--- config.mk ---
export PLATFORM = sky130hd
export DESIGN_NAME = port_priority_tag_control
export DESIGN_NICKNAME = d
export VERILOG_FILES = /design/src/port_priority_tag_pkg.sv /design/src/port_classify_if.sv /design/src/port_classifier.sv /design/src/port_priority_tag_control.sv
export SDC_FILE = /design/constraint.sdc
export NUM_CORES = 1
export LEC_CHECK = 0
export BUFFER_PORTS_ARGS = -buffer_cell sky130_fd_sc_hd__buf_2
export CAP_MARGIN = 25
export CORE_MARGIN = 4
export CORE_UTILIZATION = 52
export DETAILED_ROUTE_END_ITERATION = 8
export HOLD_SLACK_MARGIN = 0.15
export PLACE_DENSITY_LB_ADDON = 0.1
export RECOVER_POWER = 25
export SETUP_SLACK_MARGIN = 0.4
export SKIP_LAST_GASP = 1
export SYNTH_ARGS = -nofsm -noshare
export SYNTH_HDL_FRONTEND = slang
export SYNTH_SLANG_ARGS = --single-unit
export TNS_END_PERCENT = 50
--- constraint.sdc ---
create_clock -name pclk -period 1.94 [get_ports pclk]
set_clock_uncertainty 0.2 [all_clocks]
set_input_delay 0.291 -clock pclk [delete_from_list [all_inputs] [get_ports pclk]]
set_output_delay 0.291 -clock pclk [all_outputs]
set_load 0.01 [all_outputs]
--- src/port_priority_tag_pkg.sv ---
/*
 * constants and types for the per-port priority and tag control bank.
 * assumes a single 10 MHz apb clock domain.
 */
package port_priority_tag_pkg;

    // =====================================================
    // register map
    localparam logic [11:0] port1_priority_tag_ctrl_offset = 12'h010;
    localparam logic [11:0] port2_priority_tag_ctrl_offset = 12'h020;
    localparam logic [11:0] port3_priority_tag_ctrl_offset = 12'h030;
    localparam logic [11:0] prio_map_low_offset = 12'h040;
    localparam logic [11:0] prio_map_high_offset = 12'h044;
    localparam logic [11:0] global_tag_setup_offset = 12'h048;
    localparam logic [11:0] split_two_offset = 12'h04c;

    // =====================================================
    // field positions
    localparam int storm_bit = 7;
    localparam int diffserv_bit = 6;
    localparam int dot1p_bit = 5;
    localparam int default_prio_hi = 4;
    localparam int default_prio_lo = 3;
    localparam int tag_insert_bit = 2;
    localparam int tag_remove_bit = 1;
    localparam int split_bit = 0;

    // =====================================================
    // reset values
    localparam logic [7:0] port_ctrl_reset = 8'h00;
    localparam logic [7:0] prio_map_low_reset = 8'h50;
    localparam logic [7:0] prio_map_high_reset = 8'hfa;
    localparam logic [5:0] global_tag_setup_reset = 6'h00;
    localparam logic [2:0] split_two_reset = 3'h0;
    localparam int num_ports = 3;

    typedef struct packed {
        logic [num_ports-1:0][7:0] port_ctrl;
        logic [7:0] map_low;
        logic [7:0] map_high;
        logic [5:0] tag_setup;
        logic [2:0] split_two;
        logic [31:0] prdata;
        logic pready;
        logic pslverr;
    } regs_type;

    typedef struct packed {
        logic storm_protect;
        logic [1:0] queue;
        logic insert_tag;
        logic remove_tag;
        logic four_queues;
        logic single_queue;
    } port_out_type;

endpackage : port_priority_tag_pkg

--- src/port_classify_if.sv ---
/*
 * carries a port's control byte, map and frame facts to the classifier.
 * assumes one clock shared by both ends.
 */
`timescale 1ns/1ps
interface port_classify_if;
    logic [7:0] ctrl;
    logic [15:0] prio_map;
    logic tag_setup_done;
    logic split_two;
    logic [2:0] tag_pcp;
    logic is_tagged;
    logic is_ipv4;
    logic [1:0] dscp_prio;
    logic dscp_hit;
    logic is_broadcast;
    logic storm_protect;
    logic [1:0] queue;
    logic insert_tag;
    logic remove_tag;
    logic four_queues;
    logic single_queue;
    modport bank (output ctrl, prio_map, tag_setup_done, split_two, tag_pcp, is_tagged,
        is_ipv4, dscp_prio, dscp_hit, is_broadcast,
        input storm_protect, queue, insert_tag, remove_tag, four_queues, single_queue);
    modport classifier (input ctrl, prio_map, tag_setup_done, split_two, tag_pcp,
        is_tagged, is_ipv4, dscp_prio, dscp_hit, is_broadcast,
        output storm_protect, queue, insert_tag, remove_tag, four_queues, single_queue);
endinterface : port_classify_if

--- src/port_classifier.sv ---
/*
 * combinational priority and egress tag decision for one port.
 * assumes frame facts are stable in the cycle they are presented.
 */
`timescale 1ns/1ps
module port_classifier
    import port_priority_tag_pkg::*;
(
    port_classify_if.classifier cls
);
    // =====================================================
    // decision
    logic [1:0] pcp_prio;
    logic use_dot1p;
    logic use_dscp;

    always_comb begin
        pcp_prio = cls.prio_map[{cls.tag_pcp, 1'b0} +: 2];
        use_dot1p = cls.ctrl[dot1p_bit] && cls.is_tagged;
        use_dscp = cls.ctrl[diffserv_bit] && cls.is_ipv4 && cls.dscp_hit;
        if (use_dot1p || use_dscp) begin
            cls.queue = (use_dot1p ? pcp_prio : 2'h0) | (use_dscp ? cls.dscp_prio : 2'h0);
        end else begin
            cls.queue = cls.ctrl[default_prio_hi:default_prio_lo];
        end
        cls.storm_protect = cls.ctrl[storm_bit] && cls.is_broadcast;
        cls.insert_tag = cls.ctrl[tag_insert_bit] && !cls.is_tagged && cls.tag_setup_done;
        cls.remove_tag = cls.ctrl[tag_remove_bit] && cls.is_tagged;
        cls.four_queues = cls.ctrl[split_bit] && !cls.split_two;
        cls.single_queue = !cls.four_queues;
    end
endmodule : port_classifier

--- src/port_priority_tag_control.sv ---
/*
 * apb register bank for the three per-port priority and tag controls,
 * the 802.1p map, and registered per-port classification results.
 * assumes apb master on pclk, frame facts synchronous to pclk.
 */
// Operation
// three eight-bit port registers, reset zero
// bit 7 enables ingress broadcast storm protection
// bit 6 enables DiffServ classification for IPv4
// bit 5 enables 802.1p tag classification
// bits 4:3 give default queue
// enabled classifiers OR together, overriding default
// bit 2 inserts tag on untagged frames
// software programs tag setup bits first
// bit 1 strips tag from tagged frames
// bit 0 splits transmit queue four ways
// software never sets both split modes
// 802.1p value maps through programmable table
`timescale 1ns/1ps
module port_priority_tag_control
    import port_priority_tag_pkg::*;
(
    input wire logic pclk,
    input wire logic presetn,
    input wire logic psel,
    input wire logic penable,
    input wire logic pwrite,
    input wire logic [11:0] paddr,
    input wire logic [31:0] pwdata,
    output logic [31:0] prdata,
    output logic pready,
    output logic pslverr,
    input wire logic [2:0] is_broadcast,
    input wire logic [2:0] is_tagged,
    input wire logic [2:0] is_ipv4,
    input wire logic [8:0] tag_pcp,
    input wire logic [5:0] dscp_prio,
    input wire logic [2:0] dscp_hit,
    output logic [2:0] storm_protect,
    output logic [5:0] queue,
    output logic [2:0] insert_tag,
    output logic [2:0] remove_tag,
    output logic [2:0] transmit_queue_four_way_split,
    output logic [2:0] transmit_queue_single
);
    // =====================================================
    // state
    regs_type r;
    regs_type next_r;
    port_out_type [num_ports-1:0] res;
    port_out_type [num_ports-1:0] res_q;
    port_out_type [num_ports-1:0] next_res_q;

    // =====================================================
    // per-port classifiers
    genvar g;
    generate
        for (g = 0; g < num_ports; g++) begin : gen_port
            port_classify_if pif ();
            assign pif.ctrl = r.port_ctrl[g];
            assign pif.prio_map = {r.map_high, r.map_low};
            assign pif.tag_setup_done = &r.tag_setup;
            assign pif.split_two = r.split_two[g];
            assign pif.tag_pcp = tag_pcp[g*3 +: 3];
            assign pif.is_tagged = is_tagged[g];
            assign pif.is_ipv4 = is_ipv4[g];
            assign pif.dscp_prio = dscp_prio[g*2 +: 2];
            assign pif.dscp_hit = dscp_hit[g];
            assign pif.is_broadcast = is_broadcast[g];
            assign res[g].storm_protect = pif.storm_protect;
            assign res[g].queue = pif.queue;
            assign res[g].insert_tag = pif.insert_tag;
            assign res[g].remove_tag = pif.remove_tag;
            assign res[g].four_queues = pif.four_queues;
            assign res[g].single_queue = pif.single_queue;
            port_classifier u_cls (
                .cls(pif.classifier)
            );
            assign storm_protect[g] = res_q[g].storm_protect;
            assign queue[g*2 +: 2] = res_q[g].queue;
            assign insert_tag[g] = res_q[g].insert_tag;
            assign remove_tag[g] = res_q[g].remove_tag;
            assign transmit_queue_four_way_split[g] = res_q[g].four_queues;
            assign transmit_queue_single[g] = res_q[g].single_queue;
        end
    endgenerate

    // =====================================================
    // apb decode
    logic access;
    logic do_write;
    logic [31:0] rdata;
    logic hit;

    always_comb begin
        next_r = r;
        next_res_q = res;
        access = psel && !penable;
        do_write = 1'b0;
        rdata = 32'h0000_0000;
        hit = 1'b1;
        next_r.pready = 1'b0;
        if (psel && penable && r.pready) begin
            next_r.pready = 1'b0;
        end else if (access) begin
            next_r.pready = 1'b1;
        end
        if (paddr == port1_priority_tag_ctrl_offset) begin
            rdata = {24'h000000, r.port_ctrl[0]};
        end else if (paddr == port2_priority_tag_ctrl_offset) begin
            rdata = {24'h000000, r.port_ctrl[1]};
        end else if (paddr == port3_priority_tag_ctrl_offset) begin
            rdata = {24'h000000, r.port_ctrl[2]};
        end else if (paddr == prio_map_low_offset) begin
            rdata = {24'h000000, r.map_low};
        end else if (paddr == prio_map_high_offset) begin
            rdata = {24'h000000, r.map_high};
        end else if (paddr == global_tag_setup_offset) begin
            rdata = {26'h0000000, r.tag_setup};
        end else if (paddr == split_two_offset) begin
            rdata = {29'h00000000, r.split_two};
        end else begin
            hit = 1'b0;
        end
        next_r.pslverr = 1'b0;
        next_r.prdata = 32'h0000_0000;
        if (access) begin
            next_r.pslverr = !hit;
            next_r.prdata = (pwrite || !hit) ? 32'h0000_0000 : rdata;
        end
        // write lands at the access edge where pready is seen high
        do_write = psel && penable && r.pready && pwrite && hit;
        if (do_write) begin
            if (paddr == port1_priority_tag_ctrl_offset) begin
                next_r.port_ctrl[0] = pwdata[7:0];
            end else if (paddr == port2_priority_tag_ctrl_offset) begin
                next_r.port_ctrl[1] = pwdata[7:0];
            end else if (paddr == port3_priority_tag_ctrl_offset) begin
                next_r.port_ctrl[2] = pwdata[7:0];
            end else if (paddr == prio_map_low_offset) begin
                next_r.map_low = pwdata[7:0];
            end else if (paddr == prio_map_high_offset) begin
                next_r.map_high = pwdata[7:0];
            end else if (paddr == global_tag_setup_offset) begin
                next_r.tag_setup = pwdata[5:0];
            end else begin
                next_r.split_two = pwdata[2:0];
            end
        end
    end

    always_ff @(posedge pclk or negedge presetn) begin
        if (!presetn) begin
            r.port_ctrl <= {num_ports{port_ctrl_reset}};
            r.map_low <= prio_map_low_reset;
            r.map_high <= prio_map_high_reset;
            r.tag_setup <= global_tag_setup_reset;
            r.split_two <= split_two_reset;
            r.prdata <= 32'h0000_0000;
            r.pready <= 1'b0;
            r.pslverr <= 1'b0;
            res_q <= '0;
        end else begin
            r <= next_r;
            res_q <= next_res_q;
        end
    end

    assign prdata = r.prdata;
    assign pready = r.pready;
    assign pslverr = r.pslverr;
endmodule : port_priority_tag_control

==> qor.yml <==
logic_synthesis:
  synthesis.area_per_instance_sq_um: 11.9
  synth-edff-count: 0
  yosys_warnings: 0
  yosysUniqueCellTypes: 55
  synth_flop_cell: "dfrtp_1"
  syn_inst: 367
  async_reset_ff_share_pct: 100
  syn_area_sq_um: 4360
  synth_seq_cells: 80
  yosysSeqAreaShare_pct: 46.2
clock_tree:
  cts_buffer_depth: 2
  ctsHoldBuffers: 23
  cts_buffers: 9
  cts_num_sinks: 80
  clk_pin_slew_worst_paths_ns: 0.08
  clock_latency_ns: 0.35
  cts_tree: "yes"
  htree_num_levels: 3
  cts_root_buf: "clkbuf_8"
sta:
  setup_viol: 0
  maxSlewHeadroom_pct: 50.8
  max_slew.worst_pin.slew_ns: 0.738
  max_freq_mhz: 540
  rsz0062_at_grt: "yes"
  final.setup.tns_ns: 0
  maxSlewViolCount: 0
  min_period_ns: 1.85
  fin_crit_sh_pct: 95.5
  hold_viol: 0
detailed_routing:
  vias: 3707
  drtIter0Drc: 205
  drc: 0
  ant_nets: 0
  via_per_inst: 5.64
  wl_per_cell_um: 20.2
  firstDrtPassIters: 4
  wl_mm: 13.3
floorplanning:
  die_h_um: 99.5
  floorplan.rows: 33
  die_w_um: 99.5
  io_pins: 131
  dieArea_sq_um: 9900
  initial_core_util_pct: 53.3
  coreArea_sq_um: 8180
critical_path:
  critical_path.cell_chain: "buf_2 > nor2_1 > and2_4 > nand3_2 > or4_4 > mux2_4"
  cpPeakStageDelay_ns: 0.63
  path_delay_family: "simple AND/OR/NAND/NOR gates"
  crit_required_ns: 1.97
  crit_arrival_ns: 1.89
  worstSetupEndpointType: "register"
  worstSetupStartpointType: "primary input"
  cp_max_fo: 8
  worst-path-buf-inv: 1
  crit_path_top_delay_cell: "or4_4"
  crit_type: "primary input to register"
placed_design:
  hpwl_mm: 9.49
  globalplace.congestion: 0.958
  port_buffers: 82
grt:
  grt_pass1_wl_mm: 20.5
  antenna_found_initial: 0
  overflow: 0
  grt_usage_pct: 27.2
  grt_pass1_vias: 3836
  grt_max_degree: 37
status:
  run_status: "finished, final reports clean"
worst_hold_path:
  hp-class: "primary input to register"
cells_and_area:
  antenna_cells: 0
  drive_above_1_share_pct: 52.5
  area_delta_synth_final_pct: 45.3
  fin_nets: 624
  fillCellCount: 533
power_and_ir_drop:
  p_leak_nw: 3.04
  power_mw: 3.57
  p_per_area_nw_per_um2: 564
  ir_worst_vdd_mv: 0.386
job:
  max_cap_viol_count: 0
-- routing by layer --
| metal | GRT usage (%) | up-vias | routed length, um |
|---|---|---|---|
| met5 | 0 | - | 0 |
| met4 | 8.72 | 0 | 336 |
| met3 | 5.61 | 22 | 953 |
| met2 | 45.5 | 145 | 6640 |
| met1 | 35.5 | 1871 | 5340 |
| li1 | - | 1669 | - |
-- synthesized netlist by cell type, types with 8 or more instances --
library cell	count	share of area [%]
and2_1	9	1.3
a22oi_1	9	1.6
a21oi_1	10	1.1
mux2i_1	9	2.1
mux2_2	41	11
dfstp_2	8	4.8
dfrtp_1	72	41
nor2_1	16	1.4
buf_4	33	5.7
mux4_2	12	6.2
nand3_1	10	1.1
nand2_1	16	1.4
o21ai_0	13	1.5
mux2_4	8	2.8
inv_1	11	0.95
-- layout by cell type (no fill, tap or decap), types with 13 or more instances in the layout --
| master | n |
|---|---|
| buf_4 | 64 |
| nand2_1 | 13 |
| dlygate4sd3_1 | 23 |
| conb_1 | 24 |
| nor2_1 | 14 |
| dfrtp_1 | 72 |
| mux2_2 | 18 |
| buf_6 | 16 |
| buf_2 | 71 |
| mux2_4 | 31 |
-- kinds of logic after synthesis --
family                    count (synthesis)  synth area share [%]
buffers and inverters                    55                  8.07
AOI/OAI and AO/OA                        62                  9.91
xor gates and xnor gates                  1                 0.201
muxes                                    70                  21.6
DFF                                      80                  46.2
and+or+nand+nor                          98                  13.9
other                                     1                0.0861
-- report_power, final --
part / switching (mW) / internal (mW) / leakage, nW / total (mW)
combinational: 0.232 / 0.202 / 1.85 / 0.435
sequential: 0.00131 / 1.67 / 1.07 / 1.67
clock: 0.616 / 0.846 / 0.119 / 1.46
-- registers in the layout (all words and copies together) (netlist names) --
register                       count
queue                              6
insert_tag                         3
gen_port.pif.prio_map             16
r                                  6
transmit_queue_single              3
pslverr                            1
gen_port.pif.split_two             3
pready                             1
storm_protect                      3
gen_port.pif.ctrl                 24
prdata                             8
transmit_queue_four_way_split      3
remove_tag                         3
-- worst reg2reg max path, cell delays in order, from the launching register on --
cell and delay (ns):
dfstp_2 0.55, inv_1 0.07, o22ai_1 0.16, a22oi_1 0.13
a2111oi_2 0.31, buf_4 0.18, o221a_2 0.19
-- timing repair --
item / CTS / global route
setup endpoints to repair: 61 / 63
cloned: 1 / 0
endpoints found under the hold margin: 138 / 1
pin swaps: 17 / 9
gates resized for setup: 51 / 33
buffers inserted: 12 / 10
-- worst paths after layout --
kind | from | end | slack (ns) | depth (start not counted)
min in group asynchronous | presetn | gen_port[2].pif.ctrl[4]$_DFFE_PN0P_ | 0.34 | 2
hold reg to reg | gen_port[1].pif.ctrl[0]$_DFFE_PN0P_ | transmit_queue_single[1]$_DFF_PN0_ | 0.30 | 1
max in group asynchronous | presetn | prdata[4]$_DFF_PN0_ | 0.41 | 3
setup reg to reg | gen_port[0].pif.prio_map[13]$_DFFE_PN1P_ | prdata[5]$_DFF_PN0_ | 0.09 | 6
hold / removal | pwrite | prdata[0]$_DFF_PN0_ | 0.14 | 4
setup / recovery | paddr[9] | gen_port[0].pif.prio_map[2]$_DFFE_PN0P_ | 0.09 | 6
-- through the flow --
| stage | instance area (sq um) | setup WS, ns | hold WS [ns] | utilization (%) | std cells |
|---|---|---|---|---|---|
| 6_report | 6330 | 0.0871 | 0.144 | 77.4 | 657 |
| 5_1_grt | 6330 | 0.0410 | 0.149 | 77.4 | 657 |
| 4_1_cts | 6100 | 0.110 | 0.162 | 74.6 | 647 |
| 3_5_place_dp | 5310 | -0.364 | 0.0366 | 65.0 | 596 |
| 3_3_place_gp | 5310 | -0.436 | 0.0277 | 65.0 | 596 |
| 2_1_floorplan | 4560 | -0.159 | -0.205 | - | 390 |
-- cell type report --
class | count | area (sq um) | area share, %
clock buffers | 9 | 124 | 1.96
clock inverters | 6 | 109 | 1.72
inverters | 11 | 41.3 | 0.653
multi-input cells | 255 | 2430 | 38.4
flip-flops and latches | 80 | 2010 | 31.8
well taps | 105 | 131 | 2.08
repair buffers | 191 | 1480 | 23.4
(Power assumes the default switching activity.)
